### src/hw/gbc_pkg.sv
/*
 Package for the gapped burst clock generator: register offsets, field
 positions, reset values and shared types.
 Assumes a single system clock; divider outputs arrive as asynchronous levels.
*/
package gbc_pkg;
   localparam int          NUM_OUT          = 6;
   localparam int          NUM_CH           = 2;
   localparam logic [15:0] ADDR_GAP_CH0     = 16'h10D2;
   localparam logic [15:0] ADDR_BURST_CH0   = 16'h10D3;
   localparam logic [15:0] ADDR_GATE_CH0    = 16'h10D4;
   localparam logic [15:0] ADDR_RETIME_CH0  = 16'h10D6;
   localparam logic [15:0] ADDR_GAP_CH1     = 16'h14D2;
   localparam logic [15:0] ADDR_BURST_CH1   = 16'h14D3;
   localparam logic [15:0] ADDR_GATE_CH1    = 16'h14D4;
   localparam logic [15:0] ADDR_RETIME_CH1  = 16'h14D6;
   localparam logic [15:0] ADDR_REQ_CH0     = 16'h2101;
   localparam logic [15:0] ADDR_REQ_CH1     = 16'h2201;
   localparam logic [15:0] ADDR_STAT_CH0    = 16'h2102;
   localparam logic [15:0] ADDR_STAT_CH1    = 16'h2202;
   localparam int          LEN_MSB          = 5;
   localparam int          MODE_BIT         = 6;
   localparam int          RETIME_BIT       = 0;
   localparam int          REQ_BIT          = 0;
   localparam int          SRC_BIT          = 1;
   localparam int          RETIME_LATENCY   = 3;
   localparam logic [7:0]  RST_REG          = 8'h00;

   typedef struct packed {
      logic [7:0] gap;
      logic [5:0] clk_len;
      logic       periodic;
      logic       retime;
      logic       use_pin;
      logic       req;
   } gbc_cfg_s;

   typedef enum logic [1:0] {
      GBC_IDLE  = 2'b00,
      GBC_CLK   = 2'b01,
      GBC_GAP   = 2'b10,
      GBC_STALL = 2'b11
   } gbc_state_e;
endpackage

### src/hw/gbc_top.sv
/*
 Gapped burst clock generator, two channels of six gated outputs each.
 Assumes divider clocks and the pin trigger are asynchronous levels that are
 much slower than CLOCK (divide ratio at least eight), so each divider cycle
 is seen as one rising edge after a two flop synchroniser.
*/
`timescale 1ns/1ns

module gbc_top #(
   parameter int NOUT = gbc_pkg::NUM_OUT
) (
   input  wire logic                  CLOCK,
   input  wire logic                  RST_N,
   input  wire logic [15:0]           ADDR,
   input  wire logic [7:0]            WDATA,
   input  wire logic                  WR,
   input  wire logic                  RD,
   output logic      [7:0]            RDATA,
   input  wire logic [NOUT-1:0]       DIV_CLK_CH0,
   input  wire logic [NOUT-1:0]       DIV_CLK_CH1,
   input  wire logic [NOUT*8-1:0]     PHASE_CH0,
   input  wire logic [NOUT*8-1:0]     PHASE_CH1,
   input  wire logic [NOUT-1:0]       PRBS_EN_CH0,
   input  wire logic [NOUT-1:0]       PRBS_EN_CH1,
   input  wire logic [1:0]            MULTIFUNCTION_PIN,
   output logic      [NOUT-1:0]       GATED_CLK_CH0,
   output logic      [NOUT-1:0]       GATED_CLK_CH1
);
   logic [7:0]      rdata_ff;
   logic [NOUT-1:0] gate_ff [2];
   gbc_pkg::gbc_cfg_s cfg_ff [2];
   logic [NOUT-1:0] out_w [2];
   logic [7:0]      stat_w [2];

   wire logic [NOUT-1:0]   div_in   [2];
   wire logic [NOUT*8-1:0] phase_in [2];
   wire logic [NOUT-1:0]   prbs_in  [2];
   assign div_in[0]   = DIV_CLK_CH0;
   assign div_in[1]   = DIV_CLK_CH1;
   assign phase_in[0] = PHASE_CH0;
   assign phase_in[1] = PHASE_CH1;
   assign prbs_in[0]  = PRBS_EN_CH0;
   assign prbs_in[1]  = PRBS_EN_CH1;

   function automatic logic [15:0] base_off(input int ch,
                                            input logic [15:0] a0,
                                            input logic [15:0] a1);
      base_off = (ch == 0) ? a0 : a1;
   endfunction

   genvar c;
   generate
      for (c = 0; c < 2; c++) begin : g_ch
         wire logic sel_gap    = ADDR == base_off(c, gbc_pkg::ADDR_GAP_CH0,
                                                  gbc_pkg::ADDR_GAP_CH1);
         wire logic sel_burst  = ADDR == base_off(c, gbc_pkg::ADDR_BURST_CH0,
                                                  gbc_pkg::ADDR_BURST_CH1);
         wire logic sel_gate   = ADDR == base_off(c, gbc_pkg::ADDR_GATE_CH0,
                                                  gbc_pkg::ADDR_GATE_CH1);
         wire logic sel_retime = ADDR == base_off(c,
                                   gbc_pkg::ADDR_RETIME_CH0,
                                   gbc_pkg::ADDR_RETIME_CH1);
         wire logic sel_req    = ADDR == base_off(c, gbc_pkg::ADDR_REQ_CH0,
                                                  gbc_pkg::ADDR_REQ_CH1);
         wire logic sel_stat   = ADDR == base_off(c, gbc_pkg::ADDR_STAT_CH0,
                                                  gbc_pkg::ADDR_STAT_CH1);

         always_ff @(posedge CLOCK or negedge RST_N) begin
            if (!RST_N) begin
               cfg_ff[c]  <= '0;
               gate_ff[c] <= '0;
            end else if (WR) begin
               if (sel_gap)
                  cfg_ff[c].gap <= WDATA;
               if (sel_burst) begin
                  cfg_ff[c].clk_len  <= WDATA[gbc_pkg::LEN_MSB:0];
                  cfg_ff[c].periodic <= WDATA[gbc_pkg::MODE_BIT];
               end
               if (sel_gate)
                  gate_ff[c] <= WDATA[NOUT-1:0];
               if (sel_retime)
                  cfg_ff[c].retime <= WDATA[gbc_pkg::RETIME_BIT];
               if (sel_req) begin
                  cfg_ff[c].req     <= WDATA[gbc_pkg::REQ_BIT];
                  cfg_ff[c].use_pin <= WDATA[gbc_pkg::SRC_BIT];
               end
            end
         end

         wire logic [7:0] rd_c =
            sel_gap    ? cfg_ff[c].gap :
            sel_burst  ? {1'b0, cfg_ff[c].periodic, 
                          cfg_ff[c].clk_len} :
            sel_gate   ? 8'(gate_ff[c]) :
            sel_retime ? {7'h00, cfg_ff[c].retime} :
            sel_req    ? {6'h00, cfg_ff[c].use_pin, cfg_ff[c].req} :
            sel_stat   ? stat_w[c] : 8'h00;

         gbc_chan #(.NOUT(NOUT)) u_chan (
            .CLOCK    (CLOCK),
            .RST_N    (RST_N),
            .CFG      (cfg_ff[c]),
            .GATE_EN  (gate_ff[c] & ~prbs_in[c]),
            .DIV_CLK  (div_in[c]),
            .PHASE    (phase_in[c]),
            .PIN      (MULTIFUNCTION_PIN[c]),
            .OUT      (out_w[c]),
            .STATUS   (stat_w[c])
         );
      end
   endgenerate

   wire logic [7:0] rd_mux = g_ch[0].rd_c | g_ch[1].rd_c;

   always_ff @(posedge CLOCK or negedge RST_N) begin
      if (!RST_N)
         rdata_ff <= gbc_pkg::RST_REG;
      else if (RD)
         rdata_ff <= rd_mux;
      else
         rdata_ff <= 8'h00;
   end

   assign RDATA         = rdata_ff;
   assign GATED_CLK_CH0 = out_w[0];
   assign GATED_CLK_CH1 = out_w[1];
endmodule

// One channel: trigger path, retimer and per output generators
module gbc_chan #(
   parameter int NOUT = 6
) (
   input  wire logic                CLOCK,
   input  wire logic                RST_N,
   input  wire gbc_pkg::gbc_cfg_s   CFG,
   input  wire logic [NOUT-1:0]     GATE_EN,
   input  wire logic [NOUT-1:0]     DIV_CLK,
   input  wire logic [NOUT*8-1:0]   PHASE,
   input  wire logic                PIN,
   output logic      [NOUT-1:0]     OUT,
   output logic      [7:0]          STATUS
);
   logic [NOUT-1:0] div_s1_ff;
   logic [NOUT-1:0] div_s2_ff;
   logic [NOUT-1:0] div_d_ff;
   logic            pin_s1_ff;
   logic            pin_s2_ff;
   logic            trig_d_ff;
   logic            trig_e_d_ff;
   logic            armed_ff;
   logic [1:0]      rt_cnt_ff;
   logic            rt_level_ff;
   logic [2:0]      slow_ff;

   wire logic [NOUT-1:0] div_rise = div_s2_ff & ~div_d_ff;

   always_ff @(posedge CLOCK or negedge RST_N) begin
      if (!RST_N) begin
         div_s1_ff <= '0;
         div_s2_ff <= '0;
         div_d_ff  <= '0;
         pin_s1_ff <= 1'b0;
         pin_s2_ff <= 1'b0;
      end else begin
         div_s1_ff <= DIV_CLK;
         div_s2_ff <= div_s1_ff;
         div_d_ff  <= div_s2_ff;
         pin_s1_ff <= PIN;
         pin_s2_ff <= pin_s1_ff;
      end
   end

   wire logic trig_raw = CFG.use_pin ? pin_s2_ff : CFG.req;
   wire logic trig_rise = trig_raw & ~trig_d_ff;

   function automatic logic [2:0] pick_slow(input logic [NOUT*8-1:0] ph,
                                            input logic [NOUT-1:0] en);
      logic [7:0] best;
      best = 8'h00;
      pick_slow = 3'h0;
      for (int i = 0; i < NOUT; i++) begin
         if (en[i] && ph[i*8 +: 8] >= best) begin
            best = ph[i*8 +: 8];
            pick_slow = 3'(i);
         end
      end
   endfunction

   wire logic slow_tick = div_rise[slow_ff];
   wire logic rt_fire = armed_ff && slow_tick &&
                        rt_cnt_ff == 2'(gbc_pkg::RETIME_LATENCY - 1);

   wire logic trig_eff    = CFG.retime ? rt_level_ff : trig_raw;
   wire logic trig_e_rise = trig_eff & ~trig_e_d_ff;

   always_ff @(posedge CLOCK or negedge RST_N) begin
      if (!RST_N) begin
         trig_d_ff   <= 1'b0;
         trig_e_d_ff <= 1'b0;
         armed_ff    <= 1'b0;
         rt_cnt_ff   <= 2'h0;
         rt_level_ff <= 1'b0;
         slow_ff     <= 3'h0;
      end else begin
         trig_d_ff   <= trig_raw;
         trig_e_d_ff <= trig_eff;
         slow_ff     <= pick_slow(PHASE, GATE_EN);
         if (rt_fire) begin
            armed_ff    <= 1'b0;
            rt_cnt_ff   <= 2'h0;
            // Short requests still give one event
            rt_level_ff <= 1'b1;
         end else if (armed_ff && slow_tick) begin
            rt_cnt_ff <= rt_cnt_ff + 2'h1;
         end else if (trig_rise && !armed_ff) begin
            armed_ff  <= 1'b1;
            rt_cnt_ff <= 2'h0;
         end
         if (!trig_raw && !armed_ff)
            rt_level_ff <= 1'b0;
      end
   end

   genvar g;
   wire logic [7:0]      clk_cnt = {2'h0, CFG.clk_len};
   wire logic [NOUT-1:0] out_v;

   function automatic logic [7:0] gap_cycles(input logic [7:0] gap);
      gap_cycles = (gap == 8'h00) ? 8'h01 : gap;
   endfunction

   generate
      for (g = 0; g < NOUT; g++) begin : g_gen
         gbc_pkg::gbc_state_e state_ff;
         gbc_pkg::gbc_state_e nxt_state;
         logic [7:0]          cnt_ff;
         logic [7:0]          nxt_cnt;
         logic                on_ff;
         logic                nxt_on;
         logic                out_ff;
         logic                pend_ff;
         wire logic tick    = div_rise[g];
         wire logic idle    = state_ff == gbc_pkg::GBC_IDLE;
         wire logic consume = tick && idle && GATE_EN[g];
         wire logic start   = CFG.periodic ? trig_eff
                                           : (pend_ff || trig_e_rise);
         wire logic run     = !CFG.periodic || trig_eff;
         // An edge between ticks waits here for the next tick in GBC_IDLE
         wire logic nxt_pend = !consume &&
                               (pend_ff || (!CFG.periodic && trig_e_rise));
         always_comb begin
            nxt_state = state_ff;
            nxt_cnt   = cnt_ff;
            nxt_on    = on_ff;
            if (tick) begin
               nxt_on = 1'b0;
               if (!GATE_EN[g])
                  nxt_state = gbc_pkg::GBC_IDLE;
               else if (run) begin
                  case (state_ff)
                     gbc_pkg::GBC_IDLE: begin
                        if (start && clk_cnt != 8'h00) begin
                           nxt_state = gbc_pkg::GBC_CLK;
                           nxt_cnt   = clk_cnt - 8'h01;
                           nxt_on    = 1'b1;
                        end else if (start && CFG.periodic) begin
                           nxt_state = gbc_pkg::GBC_GAP;
                           nxt_cnt   = gap_cycles(CFG.gap) - 8'h01;
                        end
                     end
                     gbc_pkg::GBC_CLK: begin
                        if (cnt_ff != 8'h00) begin
                           nxt_cnt = cnt_ff - 8'h01;
                           nxt_on  = 1'b1;
                        end else if (CFG.periodic) begin
                           nxt_state = gbc_pkg::GBC_GAP;
                           nxt_cnt   = gap_cycles(CFG.gap) - 8'h01;
                        end else begin
                           nxt_state = gbc_pkg::GBC_IDLE;
                        end
                     end
                     gbc_pkg::GBC_GAP: begin
                        if (cnt_ff != 8'h00) begin
                           nxt_cnt = cnt_ff - 8'h01;
                        end else if (clk_cnt != 8'h00) begin
                           nxt_state = gbc_pkg::GBC_CLK;
                           nxt_cnt   = clk_cnt - 8'h01;
                           nxt_on    = 1'b1;
                        end else begin
                           nxt_cnt = gap_cycles(CFG.gap) - 8'h01;
                        end
                     end
                     default: nxt_state = gbc_pkg::GBC_IDLE;
                  endcase
               end
            end
         end

         always_ff @(posedge CLOCK or negedge RST_N) begin
            if (!RST_N) begin
               state_ff <= gbc_pkg::GBC_IDLE;
               cnt_ff   <= 8'h00;
               on_ff    <= 1'b0;
               out_ff   <= 1'b0;
               pend_ff  <= 1'b0;
            end else begin
               state_ff <= nxt_state;
               cnt_ff   <= nxt_cnt;
               on_ff    <= nxt_on;
               out_ff   <= nxt_on & div_s2_ff[g];
               pend_ff  <= nxt_pend;
            end
         end
         assign out_v[g] = out_ff;

      end
   endgenerate

   assign STATUS = {6'h00, armed_ff, trig_eff};
   assign OUT    = out_v;
endmodule

### config.mk
export PLATFORM = sky130hd
export DESIGN_NAME = gbc_top
export DESIGN_NICKNAME = d
export VERILOG_FILES = /design/src/hw/gbc_pkg.sv /design/src/hw/gbc_top.sv
export SDC_FILE = /design/constraint.sdc
export NUM_CORES = 1
export LEC_CHECK = 0
export ABC_AREA = 1
export BUFFER_PORTS_ARGS = -buffer_cell sky130_fd_sc_hd__buf_2
export CAP_MARGIN = 20
export CORE_ASPECT_RATIO = 0.6
export CORE_MARGIN = 1
export CORE_UTILIZATION = 50
export CTS_CLUSTER_DIAMETER = 120
export DETAILED_ROUTE_END_ITERATION = 6
export MAX_ROUTING_LAYER = met4
export PLACE_DENSITY = 0.71
export SETUP_SLACK_MARGIN = 0.15
export SYNTH_ARGS = -nofsm -noshare
export SYNTH_HDL_FRONTEND = slang
export SYNTH_SLANG_ARGS = --single-unit
### constraint.sdc
create_clock -name CLOCK -period 7.1 [get_ports CLOCK]
set_clock_uncertainty 0.15 [all_clocks]
set_input_delay 0.355 -clock CLOCK [delete_from_list [all_inputs] [get_ports CLOCK]]
set_output_delay 0.355 -clock CLOCK [all_outputs]
set_load 0.005 [all_outputs]
======== After elaboration in Yosys (flattened, before gate mapping) ========
Cells that the tools add are included.
storage, ports and cells
  output and inout port bits .............. 20
  bits in registers ....................... 270
  logic and storage cells ................. 799
cells by class
  order comparisons ....................... 14
  bitwise operators ....................... 29
  eq/ne operators ......................... 124
  add/sub/neg operators ................... 18
  reduce and logical (&&, ||, !) cells .... 208
  muxes and demuxes ....................... 309
operators with widths
  kind                    number
  $mux W8                 67
  $pmux W8 S3             12
  $mux W2                 92
  $ne A3 B3 Y1 const B    48
  $reduce_and A6 Y1       24
  $eq A16 B13 Y1 const B  8
  $reduce_bool A8 Y1      14
  $sub A8 B1 Y8 const B   14
  $mux W1                 104
  $logic_and A1 B1 Y1     82
  $ge A8 B8 Y1            10
  $pmux W2 S3             12
  $eq A16 B14 Y1 const B  4
  $ne A4 B4 Y1 const B    12
  $reduce_bool A3 Y1      14
  $ne A3 B2 Y1 const B    12
  $pmux W1 S3             12
  $eq A2 B2 Y1 const B    14
  $logic_or A1 B1 Y1      26
  $and A6 B6 Y6           4
  $eq A2 B1 Y1 const B    12
  $logic_not A2 Y1        12
  $ne A2 B2 Y1 const B    12
  $not A6 Y6              4
  16 further kinds        77

======== Longest topological paths before layout ========
Gate-level depths: netlist of the first run.
  depth after elaboration ................. 19
  gate-level depth with buffers ........... 70
  depth with buffers taken out ............ 68

======== Modules after synthesis ========
Synthesis of the first run repeated with hierarchy kept, for this count alone.
second synthesis, totals
  cell total of the unflattened synthesis .. 2949
  area total of the unflattened synthesis .. 20997.6 um2
modules (own cells, without submodules)
  module                     seq. area each (um2)  cells an instance  times used  area each (um2)
  gbc_chan (g_ch[1].u_chan)  2677.6                1297               1           9101.2
  gbc_chan (g_ch[0].u_chan)  2677.6                1259               1           8917.3
  gbc_top                    1401.3                393                1           2979.1

======== Worst setup path before layout of the first run ========
No wires, ideal clock.
  path type ............................... reg2reg
  start point ............................. register gate_ff[6] (netlist bit)
  end point ............................... register g_ch[0].u_chan.slow_ff[1]
  period minus slack after synthesis ...... 7.726 ns
  stages on the path, launching flop included .. 67
  setup time .............................. 0.077 ns
  data required time ...................... 6.873 ns
  arrival time ............................ 7.498 ns
  buffers on the path ..................... 3
  slack ................................... -0.626 ns
  cell sequence ........................... dfrtp_1 inv_1 nor2_1 clkbuf_1 inv_1 nor2_1 ha_1 nand2_1 nor2_1 nor2_1 nand2_1 nand2_1 nand2_1 nand2_2 clkbuf_1 nand2_1 o21ai_0 ha_1 [31 not listed] o21ai_0 nand2_1 nand2_1 buf_4 nand3_1 nand2_1 ha_1 o21ai_0 nand2_1 a21oi_1 o21bai_1 a21oi_1 o21bai_1 a21oi_1 nor2_1 o21ai_0 nand2_1 a21oi_1
on the way
  word-level cells in the longest chain between the ends .. 18
  elaborated cells between the ends (all ways) .. 21
  classes of those cells .................. order compare: 5; mux: 9; bitwise: 1; reduce/logical: 6
ends and longest elaborated chain
  element                          RTL line        RTL
  start, declared                  gbc_top.sv:30   logic [NOUT-1:0] gate_ff [2];
  start signal, assigned by index  gbc_top.sv:80   gate_ff[c] <= WDATA[NOUT-1:0];
  $and A6 B6 Y6 *                  gbc_top.sv:103  .GATE_EN (gate_ff[c] & ~prbs_in[c]),
  $logic_and A1 B1 Y1 *            gbc_top.sv:182  if (en[i] && ph[i*8 +: 8] >= best) begin
  $mux W8 *                        gbc_top.sv:182
  $ge A8 B8 Y1                     gbc_top.sv:182
  $logic_and A1 B1 Y1              gbc_top.sv:182
  $mux W8 *                        gbc_top.sv:182
  $ge A8 B8 Y1                     gbc_top.sv:182
  $logic_and A1 B1 Y1              gbc_top.sv:182
  [2 not listed]                   --
  $logic_and A1 B1 Y1              gbc_top.sv:182
  $mux W8                          gbc_top.sv:182
  $ge A8 B8 Y1                     gbc_top.sv:182
  $logic_and A1 B1 Y1              gbc_top.sv:182
  $mux W8                          gbc_top.sv:182
  $ge A8 B8 Y1                     gbc_top.sv:182
  $logic_and A1 B1 Y1              gbc_top.sv:182
  $mux W3 *                        gbc_top.sv:182
  end signal, assigned             gbc_top.sv:207  slow_ff <= pick_slow(PHASE, GATE_EN);
  end, declared                    gbc_top.sv:153  logic [2:0] slow_ff;
Every way passes the cells marked *; elsewhere a longest branch is shown, timed or not.
A chain may end at the register's enable or synchronous reset.

======== Worst setup path after layout of the first run ========
Ends and elaborated chain as after synthesis.

==> results of run 1 <==
[registers in the layout, summed over array words and instances, names as in the netlist, 4 cells and up]
signal                      count
g_ch.u_chan.g_gen.on_ff        12
g_ch.u_chan.rt_cnt_ff           4
g_ch.u_chan.slow_ff             6
RDATA                           8
g_ch.u_chan.div_d_ff           12
g_ch.u_chan.g_gen.pend_ff      12
gate_ff                        12
g_ch.u_chan.g_gen.out_ff       12
g_ch.u_chan.div_s2_ff          12
g_ch.u_chan.g_gen.state_ff     24
g_ch.u_chan.g_gen.cnt_ff       96
cfg_ff                         36
g_ch.u_chan.div_s1_ff          12
[worst max-delay path: cells and delay by family (launching register included)]
kind            cells  cell delay (ns)
compound gates     20             2.82
fa+ha+maj           5             1.31
simple gates       27             2.46
buf+inv             6             0.65
flops               1             0.36
[per-layer routing]
layer / vias to the layer above / track usage, % / routed length [um]
met3: 102 / 8.40 / 8400
li1: 10500 / - / -
met4: 0 / 6.02 / 1220
met5: - / - / 0
met2: 1167 / 46.4 / 29600
met1: 10500 / 50.5 / 33100
[cell type report]
cell class	count	area (um^2)
Antenna cell	1	2.50
Clock buffer	33	748
Clock inverter	15	191
Fill cell	3563	15400
Inverter	450	1710
Multi-Input combinational cell	2103	12800
Sequential cell	270	6760
Tap cell	560	701
Timing Repair Buffer	354	2400
Timing Repair inverter	2	15.0
[how the worst min path moves through the flow]
stage,to,slack [ns],cells after the start
3_3_place_gp,g_ch[1].u_chan.div_s2_ff[3],0.18,0
6_report,cfg_ff[3],0.02,3
2_1_floorplan,RDATA[0],-0.09,0
5_1_grt,g_ch[1].u_chan.slow_ff[0],0.02,4
3_5_place_dp,g_ch[0].u_chan.div_s2_ff[2],0.18,0
4_1_cts,cfg_ff[9],0.002,3
[power groups by stage]
stage          Clock, mW  Combinational [mW]  Sequential (mW)
2_1_floorplan          0               0.203             1.61
3_3_place_gp           0               0.353             1.62
3_5_place_dp           0               0.364             1.62
4_1_cts             1.58               0.389             1.59
5_1_grt             1.64               0.466             1.59
6_report            1.56               0.420             1.59
[kinds of logic after synthesis]
group | synth area share (%)
flops | 32.5
fa+ha+maj | 9.26
xor+xnor | 0.920
simple gates | 22.2
mux | 0.0541
compound gates | 24.7
buf+inv | 10.4
[placed cells by master (no fill, tap or decap), drive strengths merged, types with 33 or more instances in the layout]
cell / count
nor2: 230
inv: 436
nand2: 542
nor3: 60
o21ai: 400
a31oi: 67
clkbuf: 33
nand3: 156
buf: 334
o211ai: 82
dfrtp: 270
ha: 154
a21oi: 166
[stage by stage]
step	total power [mW]	area [um^2]	setup WS [ns]	TNS, ns
floorplan	1.82	21000	-0.0866	-0.168
CTS	3.56	24700	-0.692	-3.21
global route	3.69	25300	-1.19	-6.38
detailed placement	1.98	22900	-0.987	-4.75
finish	3.57	25300	-0.751	-3.65
global placement	1.97	22900	-0.670	-3.04
[what timing repair did]
item / 4_1_cts / 5_1_grt
hold endpoints to repair: 128 / 0
resized for setup: 87 / 106
gates cloned: 6 / 0
setup endpoints to repair: 6 / 6
buffers inserted: 29 / 16
hold buffers: 20 / 0
pin swaps: 70 / 73
[Yosys cell counts (11+ instances only)]
library cell  instances  area (um^2)
nor2_1              222          833
nand2_2              12         75.1
o31ai_1              11         82.6
clkinv_1             12         45.0
buf_2                15         75.1
inv_2                15         56.3
o22ai_1              25          156
a31oi_1              65          407
or2_2                28          175
o21ai_1              28          140
and2_1               16          100
inv_1               419         1570
a21oi_1             165          826
a211oi_1             15          113
o211ai_1             82          616
xor2_1               14          123
buf_4                19          143
o21ai_0             364         1820
nand4_1              18          113
o221ai_1             12          105
dfrtp_1             270         6760
o32ai_1              16          140
ha_1                154         1930
o21a_1               13         97.6
clkbuf_1             46          173
nand2_1             527         1980
nor3_1               57          285
nand3_1             152          761
==> metrics.txt, run 1 <==
syn nets approximately 3,200; relative slew slack approximately 20%; fin cells approximately 3,800; antenna viol nets, final 0; global-route wire length before repair between 100 and 150 mm; Worst Hold Launch WDATA[6]; largest net degree at the start of global routing ~170; TritonCTS Buffers 27; # nets final about 3,500; switching fraction of total power 26.6%; # DRC 0; initial antenna violation count 2; CP required between 7 and 8 ns; sw power approximately 0.95 mW; Clock Power Share a little over two fifths; Syn-to-layout area delta 21.6%; Tightest Pin Transition roughly 1.2 ns; Clk pin slew, worst setup/hold paths 0.07 ns; total wire length between 70 and 80 mm; synth unique cells 65; max cap viols 0; clk buf depth 3; Post-synth EDFFs 0; Hold Violations, Final 0; CTS sink cnt 270; Syn Std Cell Area 0.0208 mm^2; crit path DAT a little over 8 ns; combinational power share approximately an eighth; pwr dens 141 mW/mm^2; Die Y 160 um; Seq pwr share between 40% and 50%; die width ~270 um; final weighted congestion in routability-driven placement roughly 1.0; Slowest cell on crit path dfrtp_1; violated checks setup timing; Worst Setup Slack, final -0.751 ns; GR Util All Layers approximately a third; ys flop type dfrtp_1; Core Util, Final ~62%; final setup fails 6; Final Max Slew Viols 0; vias in the first global route roughly 20,000; RSZ-0062 raised after global routing yes; fmax between 100 and 150 MHz; 1st-iter DRT viols 2,919; fin crit period between 7 and 8 ns; Worst Setup SP gate_ff[6]; GR Overflow Total 0; Core ar. 0.0407 mm^2; CTS root buf clkbuf_16; hold_ws 0.0183 ns; yosys warns 0; status complete, but fails checks; Crit. End Element flop; Mean Syn Cell Area ~7.1 um^2; Mapped Cells ~2,900; drt pass-1 iters 7; Die ar. between 0.04 and 0.05 mm^2; flops & latches, synth between 200 and 300; clk_lat worst skew approximately 0.58 ns; final period utilization 111%; vias 22,300; register area share after synthesis ~32%; worst hold path class in -> reg; worst r2r path cells 58; Static Leak 12.1 nW; r2r endpoint g_ch[0].u_chan.slow_ff[1]; critical path class reg -> reg; reg2reg setup slack -0.75 ns; Post-DP HPWL 52.8 mm; CP Max Fanout 7; I/O pins 170; IO Port Bufs around 170; placed cells 3,667; Wirelength per Cell 19.1 um; row count 57; reg2reg start gate_ff[6]; Initial Utilization between 50% and 60%; via-per-instance ratio between 5 and 6; Int Power 2.62 mW; CTS tree yes; layout cells sized above 1 about a fifth; Worst setup SP type flop; Max VDD drop between 0.00015 and 0.0002 V; max incr delay on CP 0.36 ns; post-synthesis async set-or-reset flop share between 90% and 100%; H-Tree Depth 1; Setup crit end g_ch[0].u_chan.slow_ff[1]
Power figures use the tool's default switching activity.
==> run 2: changes to the inputs <==
CORE_MARGIN = 4   (was 1)
==> metrics.txt, run 2 (synthesis results as in run 1) <==
status complete, but fails checks (unchanged); violated checks setup timing (unchanged); TritonCTS Buffers 28 (was 27); relative slew slack 15.3% (was 19.6%); global-route wire length before repair 114 mm (was 111 mm); Static Leak 12.1 nW (about the same); clk buf depth 3 (unchanged); Crit. End Element flop (unchanged); FILL cells 3,640 (was 3,563); max incr delay on CP 0.36 ns (about the same); Worst Hold Depth 4 (was 3); footprint of the multi-input gates 0.0126 mm^2 (was 0.0128 mm^2); crit-path most repeated cell buf_4; I/O pins 170 (unchanged); 1st-iter DRT viols 2,913 (was 2,919); max reg flops 96 (unchanged); TNS Setup -3.03 ns (was -3.65 ns); final weighted congestion in routability-driven placement 1.03 (was 1.00); hold_ws 0.0162 ns (was 0.0183 ns); reg2reg setup slack -0.66 ns (was -0.75 ns); Worst Setup Slack, final -0.663 ns (was -0.751 ns); clk_lat worst skew 0.57 ns (was 0.58 ns); Core Util, Final 61.9% (was 62.1%); Die Y 166 um (was 160 um); antenna viol nets, final 0 (unchanged); Initial Utilization 51.0% (was 51.1%); GR Util All Layers 32.1% (was 34.0%); Seq. cell area 0.00676 mm^2 (unchanged); row count 57 (unchanged); RSZ-0062 raised after global routing yes (unchanged); Max VDD drop 0.000148 V (was 0.000175 V); IO Port Bufs 169 (unchanged); H-Tree Depth 1 (unchanged); critical path class reg -> reg (unchanged); Hold Violations, Final 0 (unchanged); final setup fails 6 (unchanged); largest registers g_ch.u_chan.g_gen.cnt_ff x96, cfg_ff x36, g_ch.u_chan.g_gen.state_ff x24 (unchanged); CTS sink cnt 270 (unchanged); die width 271 um (was 265 um); Clk pin slew, worst setup/hold paths 0.06 ns (was 0.07 ns); Post-DP HPWL 53.8 mm (was 52.8 mm); worst r2r path cells 60 (was 58); Tightest Pin Transition 1.26 ns (was 1.19 ns); fin crit period 7.76 ns (was 7.85 ns); initial antenna violation count 7 (was 2); CTS root buf clkbuf_16 (unchanged); Syn-to-layout area delta 21.4% (was 21.6%); pre-CTS setup slack -0.759 ns (was -0.987 ns); most frequent cells in the layout 493 x nand2_1, 406 x inv_1, 325 x o21ai_0 (was 481 x nand2_1, 405 x inv_1, 324 x o21ai_0); # nets final 3,531 (was 3,512); crit path DAT 8.11 ns (was 8.20 ns); Final Max Slew Viols 0 (unchanged); Largest Register g_ch.u_chan.g_gen.cnt_ff (unchanged); worst hold path class in -> reg (unchanged); Die ar. 0.0450 mm^2 (was 0.0424 mm^2); CP required 7.45 ns (was 7.44 ns); Slowest cell on crit path dfrtp_1 (unchanged); Worst setup SP type flop (unchanged); pwr dens 141 mW/mm^2 (about the same); vias in the first global route 21,000 (was 20,300); # DRC 0 (unchanged); drt pass-1 iters 7 (unchanged); total wire length 73.2 mm (was 72.3 mm); design area 0.0252 mm^2 (was 0.0253 mm^2); GR Overflow Total 0 (unchanged); most common cell after layout, fill and taps aside nand2_1 (unchanged); CTS tree yes (unchanged); vias 22,500 (was 22,300); layout cells sized above 1 19.2% (was 19.6%); CP Max Fanout 6 (was 7); largest net degree at the start of global routing 81 (was 165); max cap viols 0 (unchanged); Wirelength per Cell 19.2 um (was 19.1 um); DP Area 0.0229 mm^2 (about the same); fmax 129 MHz (was 127 MHz); via-per-instance ratio 5.89 (was 5.88); final period utilization 109% (was 111%); Core ar. 0.0408 mm^2 (was 0.0407 mm^2)
==> run 2: cell count changes in the layout (fill, tap and decap cells not counted), sizes merged <==
cell | before | now
buf | 334 | 351
diode | 1 | 6
clkbuf | 33 | 36
clkinvlp | 4 | 6
clkinv | 23 | 22
inv | 436 | 435
==> run 2: what timing repair did <==
| action | 4_1_cts | 5_1_grt |
|---|---|---|
| hold buffers | 20 | 0 |
| hold endpoints to repair | 99 | 0 |
| cloned | 5 | 0 |
| buffers inserted | 51 | 8 |
| endpoints found under the setup margin | 6 | 6 |
| gates resized for setup | 89 | 71 |
| pin swaps | 42 | 31 |
==> run 2: power by group <==
group / switching (mW) / internal, mW / leakage (nW)
clock network: 0.666 / 0.903 / 0.456
logic: 0.263 / 0.148 / 8.25
registers: 0.0168 / 1.57 / 3.35
==> run 2: path summary, 6_finish.rpt <==
check,from,endpoint
max,gate_ff[6],g_ch[0].u_chan.slow_ff[1]
min,PHASE_CH1[47],g_ch[1].u_chan.slow_ff[0]
max reg2reg,gate_ff[6],g_ch[0].u_chan.slow_ff[1]
min reg2reg,g_ch[0].u_chan.pin_s1_ff,g_ch[0].u_chan.pin_s2_ff
max in group asynchronous,RST_N,cfg_ff[20]
min in group asynchronous,RST_N,g_ch[0].u_chan.g_gen[4].cnt_ff[6]
==> run 2: stage by stage <==
step / total power, mW / cells
floorplan: 1.82 / 2911
global placement: 1.97 / 3667
detailed placement: 1.98 / 3669
CTS: 3.57 / 3795
global route: 3.72 / 3813
finish: 3.57 / 3813
==> run 2: layout make-up <==
type,instances,share of cell area (%)
Multi-Input combinational cell,2103,50.0
Clock buffer,35,3.00
Tap cell,560,2.78
Antenna cell,6,0.0595
Inverter,450,6.77
Clock inverter,15,0.748
Timing Repair Buffer,372,9.77
Sequential cell,270,26.8
Timing Repair inverter,2,0.0595
==> run 2: per-layer routing <==
metal	global-route usage (%)	part of all wire [%]
met1	47.6	45
met4	8.67	2.9
met2	42.4	39
met5	-	0
met3	9.24	13
==> run 2: critical path: cells and delay by family (launching register included) <==
kind            cells  cell delay (ns)
fa+ha+maj           4             1.09
buf+inv            19             2.36
flops               1             0.36
simple gates       26             2.39
compound gates     11             1.32
